### src/pkg/charger_supervisor_regs.svh
// Constants of the charger fault and status supervisor
// Assumes inclusion by the package and the design files
`ifndef CHARGER_SUPERVISOR_REGS_SVH
`define CHARGER_SUPERVISOR_REGS_SVH
`define CLK_HZ            40_000_000
`define BLINK_FREQ_HZ     1
`define SLAVE_ADDR        7'h6A
`define CHG_FAULT_NONE    2'h0
`define CHG_FAULT_INPUT   2'h1
`define CHG_FAULT_THERMAL 2'h2
`define NTC_NORMAL        3'h0
`define NTC_WARM          3'h2
`define NTC_COOL          3'h3
`define NTC_COLD          3'h5
`define NTC_HOT           3'h6
`define WARM_OFFSET_MV    16'h0096
`define RD_FAULT_IDX      8'h00
`define RD_STATUS_IDX     8'h01
`endif

### src/pkg/charger_supervisor_pkg.sv
// Types of the charger fault and status supervisor
// Assumes the constants header sits beside it
`include "charger_supervisor_regs.svh"
package charger_supervisor_pkg;
  typedef struct packed {
    logic buckShutdown;
    logic boostShutdown;
    logic thermalRegulation;
    logic inputOvervoltage;
    logic systemOvervoltage;
    logic boostOverCurrent;
    logic boostOvervoltage;
    logic batteryOvervoltage;
    logic batteryOverDischarge;
    logic systemShort;
  } faultEvents_t;

  typedef struct packed {
    logic charging;
    logic chargeDone;
    logic chargeEnable;
    logic sleepMode;
    logic chargeSuspend;
    logic boostSuspend;
  } chargeState_t;

  typedef struct packed {
    logic       thermalRegulationFlag;
    logic [1:0] chargeFaultField;
    logic       boostFaultFlag;
    logic       batteryFaultFlag;
    logic [2:0] thermistorFaultField;
    logic       converterEnable;
    logic       batterySwitchOn;
    logic       shippingMode;
    logic       chargeAllow;
    logic       terminationEnable;
    logic       timerHalfRate;
    logic       hiccupMode;
    logic       dischargeAllow;
    logic       limitMonitorEnable;
  } supervisorStatus_t;

  typedef enum logic [2:0] {S_IDLE, S_ADDR, S_AACK, S_WBYTE, S_WACK, S_RBYTE, S_RACK} slaveState_t;
endpackage : charger_supervisor_pkg

### src/core/charger_fault_status_supervisor.sv
// Protection and status supervisor of a single-cell charger
// Assumes all condition inputs synchronous to ref_clk
//
// Notes on behaviour
// - Status pin pulled low while charging; released when done, disabled or asleep.
// - Charge or boost suspend makes the status pin blink at one hertz.
// - Host raising the switch-off control opens the battery switch: shipping mode.
// - Shipping mode ends on adapter attach or wake pin falling edge.
// - Input limit is min of pin and setting; open pin zero, grounded pin setting.
// - Pin-limit enable low disables pin limit and its monitoring.
// - Thermal regulation stops termination, halves timer rate, sets its flag.
// - Buck thermal shutdown stops converter, opens switch, fault 10, interrupt.
// - Boost thermal shutdown clears boost enable, opens switch until cooled.
// - Input over-voltage stops switching, fault 01, interrupt.
// - System rail over-voltage halts the converter.
// - Boost over-current runs hiccup mode, sets boost fault, interrupt.
// - Boost over-voltage stops switching, clears boost enable, boost fault, interrupt.
// - Battery over-voltage disables charging, sets battery fault, interrupt.
// - Over-discharge opens battery switch until an input source appears.
// - System short latches switch open until shipping exit.
// - Warm charge voltage is nominal or nominal less fixed offset, by config bit.
// - Cool charge current is a fifth or half of fast charge, by config bit.
// - Thermistor fault shows live field, interrupt, and status pin while suspended.
// - Discharge stops outside the selectable cold/hot thermistor window.
// - Serial bus slave at fixed seven-bit address, standard and fast rate.
`timescale 1ns/1ps
module charger_fault_status_supervisor
  import charger_supervisor_pkg::*;
#(
  parameter int LIMIT_W           = 8,
  parameter int BLINK_HALF_CYCLES = `CLK_HZ / (2 * `BLINK_FREQ_HZ)
)(
  input  wire logic               ref_clk,
  input  wire logic               rst_n,
  input  wire chargeState_t       chargeState,
  input  wire faultEvents_t       faults,
  input  wire logic               adapterPresent,
  input  wire logic               wakeRequestPin,
  input  wire logic               batterySwitchOffCtl,
  input  wire logic               boostEnableSet,
  input  wire logic               pinLimitEnable,
  input  wire logic               pinOpen,
  input  wire logic               pinGrounded,
  input  wire logic [LIMIT_W-1:0] pinLimit,
  input  wire logic [LIMIT_W-1:0] inputLimitSetting,
  input  wire logic               warmVoltageSel,
  input  wire logic               coolCurrentSel,
  input  wire logic [15:0]        chargeVoltageTarget,
  input  wire logic [15:0]        fastChargeCurrent,
  input  wire logic [2:0]         thermistorZone,
  input  wire logic [7:0]         ntcCode,
  input  wire logic [7:0]         dischargeColdThr,
  input  wire logic [7:0]         dischargeHotThr,
  input  wire logic               sclIn,
  input  wire logic               sdaIn,
  output logic                    sdaOut,
  output logic                    sdaOe,
  output logic                    wrStrobe,
  output logic [7:0]              wrIndex,
  output logic [7:0]              wrData,
  output logic                    statPinOut,
  output logic                    statPinOe,
  output logic                    faultIrq,
  output logic                    boostEnable,
  output supervisorStatus_t       status,
  output logic [LIMIT_W-1:0]      effectiveLimit,
  output logic [15:0]             appliedVoltage,
  output logic [15:0]             appliedCurrent
);
  localparam int CW = $clog2(BLINK_HALF_CYCLES + 1);

  // ----------------------------------------
  // Register read path
  // ----------------------------------------
  logic [7:0] rdData, rdIndex;
  logic       rdStrobe, faultRead;

  serial_slave_port u_port (
    .ref_clk  (ref_clk),
    .rst_n    (rst_n),
    .sclIn    (sclIn),
    .sdaIn    (sdaIn),
    .sdaOut   (sdaOut),
    .sdaOe    (sdaOe),
    .rdData   (rdData),
    .rdIndex  (rdIndex),
    .rdStrobe (rdStrobe),
    .wrStrobe (wrStrobe),
    .wrIndex  (wrIndex),
    .wrData   (wrData)
  );

  always_comb begin
    if (rdIndex == `RD_FAULT_IDX) begin
      rdData = {status.boostFaultFlag, status.chargeFaultField, status.batteryFaultFlag,
                1'b0, status.thermistorFaultField};
    end else if (rdIndex == `RD_STATUS_IDX) begin
      rdData = {status.thermalRegulationFlag, status.shippingMode, status.batterySwitchOn,
                status.converterEnable, status.chargeAllow, status.dischargeAllow,
                status.hiccupMode, boostEnable};
    end else begin
      rdData = 8'h00;
    end
  end
  assign faultRead  = rdStrobe && (rdIndex == `RD_FAULT_IDX);
  assign statPinOut = 1'b0;

  // ----------------------------------------
  // Supervisor state
  // ----------------------------------------
  supervisorStatus_t next_status;
  faultEvents_t      faultPrev;
  logic [CW-1:0]     blinkCnt, next_blinkCnt;
  logic [2:0]        zonePrev;
  logic blinkPhase, next_blinkPhase, next_statPinOe, next_faultIrq, next_boostEnable;
  logic offPrev, wakePrev, adapterPrev, latchOff, next_latchOff, odLatch, next_odLatch;
  logic shipExit, ntcSuspend, suspendAny, inWindow;
  logic [1:0] chargeCode;
  logic [LIMIT_W-1:0] next_effectiveLimit;
  logic [15:0] next_appliedVoltage, next_appliedCurrent;

  always_comb begin
    next_status      = status;
    next_latchOff    = latchOff;
    next_odLatch     = odLatch;
    next_boostEnable = boostEnable;
    shipExit = (adapterPresent && !adapterPrev) || (wakePrev && !wakeRequestPin);
    if (batterySwitchOffCtl && !offPrev) begin
      next_status.shippingMode = 1'b1;
    end else if (shipExit) begin
      next_status.shippingMode = 1'b0;
    end
    if (faults.systemShort) begin
      next_latchOff = 1'b1;
    end else if (shipExit) begin
      next_latchOff = 1'b0;
    end
    if (faults.batteryOverDischarge) begin
      next_odLatch = 1'b1;
    end else if (adapterPresent) begin
      next_odLatch = 1'b0;
    end
    next_status.batterySwitchOn = !next_status.shippingMode && !next_latchOff && !next_odLatch
                                  && !faults.buckShutdown && !faults.boostShutdown;
    next_status.converterEnable = !faults.buckShutdown && !faults.inputOvervoltage
                                  && !faults.systemOvervoltage && !faults.boostOvervoltage;
    if (faults.inputOvervoltage) begin
      chargeCode = `CHG_FAULT_INPUT;
    end else if (faults.buckShutdown) begin
      chargeCode = `CHG_FAULT_THERMAL;
    end else begin
      chargeCode = `CHG_FAULT_NONE;
    end
    if (chargeCode != `CHG_FAULT_NONE) begin
      next_status.chargeFaultField = chargeCode;
    end else if (faultRead) begin
      next_status.chargeFaultField = `CHG_FAULT_NONE;
    end
    if (faults.boostOverCurrent || faults.boostOvervoltage) begin
      next_status.boostFaultFlag = 1'b1;
    end else if (faultRead) begin
      next_status.boostFaultFlag = 1'b0;
    end
    if (faults.batteryOvervoltage) begin
      next_status.batteryFaultFlag = 1'b1;
    end else if (faultRead) begin
      next_status.batteryFaultFlag = 1'b0;
    end
    next_status.thermistorFaultField = thermistorZone;
    if (faults.boostShutdown || faults.boostOvervoltage) begin
      next_boostEnable = 1'b0;
    end else if (boostEnableSet) begin
      next_boostEnable = 1'b1;
    end
    next_status.hiccupMode = boostEnable && faults.boostOverCurrent;
    next_status.thermalRegulationFlag = faults.thermalRegulation;
    next_status.terminationEnable = !faults.thermalRegulation;
    next_status.timerHalfRate = faults.thermalRegulation;
    ntcSuspend = (thermistorZone == `NTC_COLD) || (thermistorZone == `NTC_HOT);
    next_status.chargeAllow = chargeState.chargeEnable && !faults.batteryOvervoltage
                              && !faults.inputOvervoltage && !faults.buckShutdown && !ntcSuspend;
    inWindow = (ntcCode <= dischargeColdThr) && (ntcCode >= dischargeHotThr);
    next_status.dischargeAllow = inWindow;
    next_status.limitMonitorEnable = pinLimitEnable;
    next_faultIrq = (faults.inputOvervoltage && !faultPrev.inputOvervoltage)
                    || (faults.buckShutdown && !faultPrev.buckShutdown)
                    || (faults.boostOverCurrent && !faultPrev.boostOverCurrent)
                    || (faults.boostOvervoltage && !faultPrev.boostOvervoltage)
                    || (faults.batteryOvervoltage && !faultPrev.batteryOvervoltage)
                    || (thermistorZone != zonePrev && thermistorZone != `NTC_NORMAL);
  end

  // ----------------------------------------
  // Limits and charge targets
  // ----------------------------------------
  always_comb begin
    if (!pinLimitEnable || pinGrounded) begin
      next_effectiveLimit = inputLimitSetting;
    end else if (pinOpen) begin
      next_effectiveLimit = '0;
    end else begin
      next_effectiveLimit = (pinLimit < inputLimitSetting) ? pinLimit : inputLimitSetting;
    end
    if (thermistorZone == `NTC_WARM && warmVoltageSel) begin
      next_appliedVoltage = chargeVoltageTarget - `WARM_OFFSET_MV;
    end else begin
      next_appliedVoltage = chargeVoltageTarget;
    end
    if (thermistorZone != `NTC_COOL) begin
      next_appliedCurrent = fastChargeCurrent;
    end else if (coolCurrentSel) begin
      next_appliedCurrent = {1'b0, fastChargeCurrent[15:1]};
    end else begin
      next_appliedCurrent = fastChargeCurrent / 16'h0005;
    end
  end

  // ----------------------------------------
  // Status pin and blink divider
  // ----------------------------------------
  always_comb begin
    next_blinkCnt   = blinkCnt + 1'b1;
    next_blinkPhase = blinkPhase;
    if (blinkCnt == CW'(BLINK_HALF_CYCLES - 1)) begin
      next_blinkCnt   = '0;
      next_blinkPhase = !blinkPhase;
    end
    suspendAny = chargeState.chargeSuspend || chargeState.boostSuspend
                 || (ntcSuspend && (chargeState.charging || !inWindow));
    if (suspendAny) begin
      next_statPinOe = blinkPhase;
    end else begin
      next_statPinOe = chargeState.charging && !chargeState.chargeDone
                       && chargeState.chargeEnable && !chargeState.sleepMode;
    end
  end

  always_ff @(posedge ref_clk or negedge rst_n) begin
    if (!rst_n) begin
      status         <= '0;
      faultPrev      <= '0;
      zonePrev       <= `NTC_NORMAL;
      blinkCnt       <= '0;
      blinkPhase     <= 1'b0;
      statPinOe      <= 1'b0;
      faultIrq       <= 1'b0;
      boostEnable    <= 1'b0;
      offPrev        <= 1'b0;
      wakePrev       <= 1'b1;
      adapterPrev    <= 1'b0;
      latchOff       <= 1'b0;
      odLatch        <= 1'b0;
      effectiveLimit <= '0;
      appliedVoltage <= 16'h0000;
      appliedCurrent <= 16'h0000;
    end else begin
      status         <= next_status;
      faultPrev      <= faults;
      zonePrev       <= thermistorZone;
      blinkCnt       <= next_blinkCnt;
      blinkPhase     <= next_blinkPhase;
      statPinOe      <= next_statPinOe;
      faultIrq       <= next_faultIrq;
      boostEnable    <= next_boostEnable;
      offPrev        <= batterySwitchOffCtl;
      wakePrev       <= wakeRequestPin;
      adapterPrev    <= adapterPresent;
      latchOff       <= next_latchOff;
      odLatch        <= next_odLatch;
      effectiveLimit <= next_effectiveLimit;
      appliedVoltage <= next_appliedVoltage;
      appliedCurrent <= next_appliedCurrent;
    end
  end

  // ----------------------------------------
  // Checks
  // ----------------------------------------
  property p_stat_low;
    @(posedge ref_clk) disable iff (!rst_n)
      (!suspendAny && chargeState.charging && !chargeState.chargeDone && chargeState.chargeEnable
       && !chargeState.sleepMode) |=> statPinOe;
  endproperty
  a_stat_low: assert property (p_stat_low) else $error("status pin not low while charging");

  property p_stat_blink;
    @(posedge ref_clk) disable iff (!rst_n)
      suspendAny ##1 suspendAny |-> statPinOe == $past(blinkPhase, 1);
  endproperty
  a_stat_blink: assert property (p_stat_blink) else $error("status pin not blinking on suspend");

  property p_ship_enter;
    @(posedge ref_clk) disable iff (!rst_n)
      $rose(batterySwitchOffCtl) |=> status.shippingMode && !status.batterySwitchOn;
  endproperty
  a_ship_enter: assert property (p_ship_enter) else $error("shipping mode not entered");

  property p_ship_exit;
    @(posedge ref_clk) disable iff (!rst_n)
      (status.shippingMode && $fell(wakeRequestPin) && !$rose(batterySwitchOffCtl)) |=> !status.shippingMode;
  endproperty
  a_ship_exit: assert property (p_ship_exit) else $error("wake edge did not end shipping mode");

  property p_pin_open;
    @(posedge ref_clk) disable iff (!rst_n)
      (pinLimitEnable && pinOpen && !pinGrounded) |=> effectiveLimit == '0;
  endproperty
  a_pin_open: assert property (p_pin_open) else $error("open limit pin did not force zero");

  property p_buck_tsd;
    @(posedge ref_clk) disable iff (!rst_n)
      (faults.buckShutdown && !faults.inputOvervoltage) |=> status.chargeFaultField == `CHG_FAULT_THERMAL
      && !status.converterEnable && !status.batterySwitchOn;
  endproperty
  a_buck_tsd: assert property (p_buck_tsd) else $error("thermal shutdown response wrong");

  property p_input_ov;
    @(posedge ref_clk) disable iff (!rst_n)
      $rose(faults.inputOvervoltage) |=> status.chargeFaultField == `CHG_FAULT_INPUT
      && !status.converterEnable && faultIrq;
  endproperty
  a_input_ov: assert property (p_input_ov) else $error("input over-voltage response wrong");

  property p_boost_ov;
    @(posedge ref_clk) disable iff (!rst_n)
      faults.boostOvervoltage |=> !boostEnable && status.boostFaultFlag;
  endproperty
  a_boost_ov: assert property (p_boost_ov) else $error("boost over-voltage response wrong");

  property p_batt_ov;
    @(posedge ref_clk) disable iff (!rst_n)
      faults.batteryOvervoltage |=> !status.chargeAllow && status.batteryFaultFlag;
  endproperty
  a_batt_ov: assert property (p_batt_ov) else $error("battery over-voltage response wrong");

  property p_discharge;
    @(posedge ref_clk) disable iff (!rst_n)
      (ntcCode > dischargeColdThr) |=> !status.dischargeAllow;
  endproperty
  a_discharge: assert property (p_discharge) else $error("discharge allowed outside window");
endmodule : charger_fault_status_supervisor

### src/core/serial_slave_port.sv
// Two-wire serial slave: address match, byte writes, byte reads
// Assumes scl and sda already synchronous to ref_clk
`timescale 1ns/1ps
module serial_slave_port
  import charger_supervisor_pkg::*;
(
  input  wire logic       ref_clk,
  input  wire logic       rst_n,
  input  wire logic       sclIn,
  input  wire logic       sdaIn,
  output logic            sdaOut,
  output logic            sdaOe,
  input  wire logic [7:0] rdData,
  output logic [7:0]      rdIndex,
  output logic            rdStrobe,
  output logic            wrStrobe,
  output logic [7:0]      wrIndex,
  output logic [7:0]      wrData
);
  slaveState_t state, next_state;
  logic       sclPrev, sdaPrev, rw, next_rw, first, next_first;
  logic [3:0] bitCnt, next_bitCnt;
  logic [7:0] shift, next_shift, next_rdIndex, next_wrIndex, next_wrData;
  logic       next_sdaOe, next_rdStrobe, next_wrStrobe;
  logic       startC, stopC, rise, fall;

  assign sdaOut = 1'b0;
  assign startC = sclIn && sclPrev && sdaPrev && !sdaIn;
  assign stopC  = sclIn && sclPrev && !sdaPrev && sdaIn;
  assign rise   = sclIn && !sclPrev;
  assign fall   = !sclIn && sclPrev;

  always_comb begin
    next_state    = state;
    next_rw       = rw;
    next_first    = first;
    next_bitCnt   = bitCnt;
    next_shift    = shift;
    next_rdIndex  = rdIndex;
    next_wrIndex  = wrIndex;
    next_wrData   = wrData;
    next_sdaOe    = sdaOe;
    next_rdStrobe = 1'b0;
    next_wrStrobe = 1'b0;
    if (startC) begin
      next_state  = S_ADDR;
      next_bitCnt = 4'h0;
      next_first  = 1'b1;
      next_sdaOe  = 1'b0;
    end else if (stopC) begin
      next_state = S_IDLE;
      next_sdaOe = 1'b0;
    end else begin
      case (state)
        S_ADDR, S_WBYTE: begin
          if (rise) begin
            next_shift  = {shift[6:0], sdaIn};
            next_bitCnt = bitCnt + 4'h1;
          end else if (fall && bitCnt == 4'h8) begin
            if (state == S_WBYTE) begin
              next_state = S_WACK;
              next_sdaOe = 1'b1;
              next_first = 1'b0;
              if (first) begin
                next_rdIndex = shift;
              end else begin
                next_wrStrobe = 1'b1;
                next_wrIndex  = rdIndex;
                next_wrData   = shift;
                next_rdIndex  = rdIndex + 8'h01;
              end
            end else if (shift[7:1] == `SLAVE_ADDR) begin
              next_state = S_AACK;
              next_sdaOe = 1'b1;
              next_rw    = shift[0];
            end else begin
              next_state = S_IDLE;
            end
          end
        end
        S_AACK, S_WACK: begin
          if (fall) begin
            next_bitCnt = 4'h0;
            if (state == S_AACK && rw) begin
              next_state    = S_RBYTE;
              next_shift    = rdData;
              next_sdaOe    = !rdData[7];
              next_rdStrobe = 1'b1;
            end else begin
              next_state = S_WBYTE;
              next_sdaOe = 1'b0;
            end
          end
        end
        S_RBYTE: begin
          if (fall) begin
            next_bitCnt = bitCnt + 4'h1;
            if (bitCnt == 4'h7) begin
              next_state   = S_RACK;
              next_sdaOe   = 1'b0;
              next_rdIndex = rdIndex + 8'h01;
            end else begin
              next_sdaOe = !shift[6];
              next_shift = {shift[6:0], 1'b0};
            end
          end
        end
        S_RACK: begin
          if (rise && sdaIn) begin
            next_state = S_IDLE;
          end else if (fall) begin
            next_state    = S_RBYTE;
            next_bitCnt   = 4'h0;
            next_shift    = rdData;
            next_sdaOe    = !rdData[7];
            next_rdStrobe = 1'b1;
          end
        end
        default: begin
          next_state = S_IDLE;
          next_sdaOe = 1'b0;
        end
      endcase
    end
  end

  always_ff @(posedge ref_clk or negedge rst_n) begin
    if (!rst_n) begin
      state    <= S_IDLE;
      sclPrev  <= 1'b1;
      sdaPrev  <= 1'b1;
      rw       <= 1'b0;
      first    <= 1'b0;
      bitCnt   <= 4'h0;
      shift    <= 8'h00;
      rdIndex  <= 8'h00;
      wrIndex  <= 8'h00;
      wrData   <= 8'h00;
      sdaOe    <= 1'b0;
      rdStrobe <= 1'b0;
      wrStrobe <= 1'b0;
    end else begin
      state    <= next_state;
      sclPrev  <= sclIn;
      sdaPrev  <= sdaIn;
      rw       <= next_rw;
      first    <= next_first;
      bitCnt   <= next_bitCnt;
      shift    <= next_shift;
      rdIndex  <= next_rdIndex;
      wrIndex  <= next_wrIndex;
      wrData   <= next_wrData;
      sdaOe    <= next_sdaOe;
      rdStrobe <= next_rdStrobe;
      wrStrobe <= next_wrStrobe;
    end
  end
endmodule : serial_slave_port

### config.mk
export PLATFORM = sky130hd
export DESIGN_NAME = charger_fault_status_supervisor
export DESIGN_NICKNAME = d
export VERILOG_FILES = /design/src/pkg/charger_supervisor_pkg.sv /design/src/core/charger_fault_status_supervisor.sv /design/src/core/serial_slave_port.sv
export VERILOG_INCLUDE_DIRS = /design/src /design/src/pkg
export SDC_FILE = /design/constraint.sdc
export NUM_CORES = 1
export LEC_CHECK = 0
export CORE_MARGIN = 2
export CORE_UTILIZATION = 54
export DETAILED_ROUTE_END_ITERATION = 7
export DONT_BUFFER_PORTS = 1
export PLACE_DENSITY = 0.69
export RECOVER_POWER = 50
export SYNTH_ARGS = -nofsm -noshare
export SYNTH_HDL_FRONTEND = slang
export SYNTH_SLANG_ARGS = --single-unit
export TNS_END_PERCENT = 10
### constraint.sdc
create_clock -name ref_clk -period 3.1 [get_ports ref_clk]
set_input_delay 0.155 -clock ref_clk [delete_from_list [all_inputs] [get_ports ref_clk]]
set_output_delay 0.155 -clock ref_clk [all_outputs]
set_load 0.01 [all_outputs]
==> flow_summary.yaml <==
placement:
  io_buffers: 0
  dp_hpwl_mm: 17.56
  routabilityCongestion: 0.9283
  dp_cells: 1307
global_routing:
  antenna_found_initial: 2
  grt_overflow: 0
  grt_pass1_vias: 8341
  grt_pass1_wl_mm: 41.97
  grt_usage_pct: 28.60
  grt_max_degree: 142
sta:
  relSlewSlack_pct: 40.05
  post-route-period-util_pct: 155.1
  timing.hold.ws_ps: -579.6
  fin_tns_setup_ps: -4889
  final.min_clock_period_ps: 4808
  maxSlewViolCount: 0
  fmax_ghz: 0.2080
  setup_viol: 6
  setup_slack_ps: -1708
  timing_hold_violations_final: 141
  fin_skew_ps: 10.13
  grt_setup_unrepaired: "true"
  worst_pin_slew_ps: 897.0
cells_and_area:
  multi_input_area_sq_um: 5787
  drive_above_1_share_pct: 21.92
  instances_no_fill: 1444
  nets: 1341
  final.fill_count: 1302
  area_delta_synth_final_pct: 28.62
  layout_common_cells: "138 x dfrtp_1, 114 x buf_4, 88 x nor2_1"
  register_area_sq_um: 3532
  final_common_cell: "dfrtp_1"
power_and_ir_drop:
  power_density_nw_per_um2: 513.0
  irDropWorstVdd_uv: 387.4
  p_leak_nw: 5.266
  finalPower_mw: 6.200
die:
  initial_core_util_pct: 54.70
  core_sq_um: 17180
  die_area_sq_um: 18470
  die_h_microns: 135.9
  num_rows: 48
  die_width_microns: 135.9
  io_pins: 184
critical_path:
  reg2reg_depth: 6
  critPathBufInv: 4
  crit_path_end_kind: "flop"
  crit_path_top_delay_cell: "or4b_4"
  worstPathArrival_ps: 5110
  r2r_start: "u_port.sclPrev"
  crit_cells: 25
  crit_required_ps: 3400
  worstSetupPathType: "input port to flop"
  critPathTopFamily: "compound AO/OA/AOI/OAI gates"
  start_kind: "input port"
  crit_top_cell: "buf_4"
  r2r_end: "u_port.state[2]"
  ff2ff_setup_slack_ps: 650
  cpPeakStageDelay_ps: 590
  path_max_fanout: 23
clocking:
  cts.clk_slew.worst_paths_ps: 60
  cts_made_buffers: 17
  cts_buffer_depth: 2
  clock-sinks: 141
  clock_latency_ps: 430
  cts_tree: "done"
  cts_root_buf: "clkbuf_16"
  cts_max_level: 4
synthesis:
  ys_types: 107
  synth_ff_type: "dfrtp_1"
  synth_seq_cells: 141
  synth-edff-count: 0
  synthCells: 1045
  syn_avg_cell_area_sq_um: 8.991
  yosys_warnings: 0
  async_reset_ff_share_pct: 100.0
  ys_seq_area_share_pct: 37.59
  synth.cell_area_sq_um: 9395
detailed_routing:
  route.detailed.drc: 0
  antenna_left: 0
  vias: 8856
  dr.pass1.iters: 6
  viasPerCell: 6.133
  drtIter0Drc: 616
  wl_mm: 26.93
  wire_per_inst_microns: 18.65
run_status:
  status: "complete, but fails checks"
  violations: "hold timing, setup timing"
job:
  cap_violations: 0
hold_path:
  hold_class: "input port to async pin"
[registers in the layout, summed over array words and instances (netlist names), 13 cells and up]
name and cells:
blinkCnt 25, appliedCurrent 16, appliedVoltage 16, status 13
[metal layers]
metal | GRT usage (%) | vias to the layer above | share of wire [%]
met1 | 36.37 | 4280 | 40
met3 | 7.122 | 52 | 8.2
met5 | 0 | - | 0.048
met4 | 9.491 | 2 | 2.1
met2 | 47.78 | 359 | 49
li1 | - | 4163 | -
[synth_stat cells, types with 7 or more instances]
library cell	instances	area share, %
and2_1	9	0.60
buf_2	9	0.48
a31oi_1	22	1.5
nor2_1	91	3.6
nor3_1	25	1.3
o211ai_1	12	0.96
dfrtp_1	138	37
a311oi_1	7	0.65
nor4_1	12	0.80
a21o_1	15	1.2
nand2b_1	19	1.3
inv_1	54	2.2
and3_1	11	0.73
nand3_1	40	2.1
ha_1	32	4.3
buf_4	7	0.56
a22oi_1	9	0.72
nand2_1	81	3.2
nor2b_1	16	1.1
o21ai_0	62	3.3
a21oi_1	68	3.6
nand4_1	9	0.60
a211oi_1	10	0.80
clkbuf_1	32	1.3
xnor2_1	19	1.8
mux2_2	24	2.9
a22o_1	11	1.0
xor2_1	26	2.4
[how the worst max path moves through the flow]
stage	from	endpoint	slack, ps
2_1_floorplan	fastChargeCurrent[12]	appliedCurrent[0]	-2110
6_report	fastChargeCurrent[13]	appliedCurrent[0]	-1710
4_1_cts	fastChargeCurrent[13]	appliedCurrent[0]	-1670
3_5_place_dp	fastChargeCurrent[15]	appliedCurrent[0]	-2200
5_1_grt	fastChargeCurrent[11]	appliedCurrent[0]	-1990
3_3_place_gp	fastChargeCurrent[13]	appliedCurrent[0]	-2060
[worst register-to-register path, cell delays in order (launching register included)]
cell      delay, ps
dfstp_2         580
nor2b_1         340
nand4b_1        220
o211ai_1        260
o21ai_0         160
or4_1           600
o21ai_0         210
[area by class of cell]
cell class,instances,area share [%]
clock inverters,14,0.9008
repair buffers,200,14.26
well taps,225,2.330
diodes,1,0.02071
flip-flops and latches,141,29.23
inverters,56,1.739
clock buffers,18,3.634
multi-input cells,789,47.89
[metrics by stage]
| stage | util [%] | hold slack, ps | worst slack (ps) | instance area [sq um] |
|---|---|---|---|---|
| after floorplan | - | -140.6 | -2114 | 9525 |
| after global placement | 59.54 | -137.4 | -2058 | 10230 |
| final | 70.35 | -579.6 | -1708 | 12080 |
| after global routing | 70.35 | -601.1 | -1993 | 12080 |
| after CTS | 68.07 | -589.0 | -1672 | 11690 |
| after detailed placement | 59.54 | -136.5 | -2199 | 10230 |
[logic make-up after synthesis]
| group | share of synthesized area [%] |
|---|---|
| compound gates | 23.67 |
| xor+xnor | 4.195 |
| other cells | 0.03991 |
| fa+ha+maj | 4.262 |
| simple gates | 20.76 |
| mux | 3.915 |
| flops | 37.59 |
| buf+inv | 5.566 |
[repair_timing]
item | 4_1_cts | 5_1_grt
hold buffers | 81 | 2
endpoints found under the setup margin | 5 | 8
cloned | 0 | 1
endpoints found under the hold margin | 213 | 142
buffers inserted | 6 | 14
pin swaps | 12 | 31
resized for setup | 20 | 44
[where the power goes]
| group | internal, mW | switching [mW] |
|---|---|---|
| Sequential | 1.99 | 0.211 |
| Clock | 1.05 | 0.838 |
| Combinational | 1.08 | 1.03 |
| Total | 4.13 | 2.07 |
No activity file was read; power rests on OpenSTA's default activity.
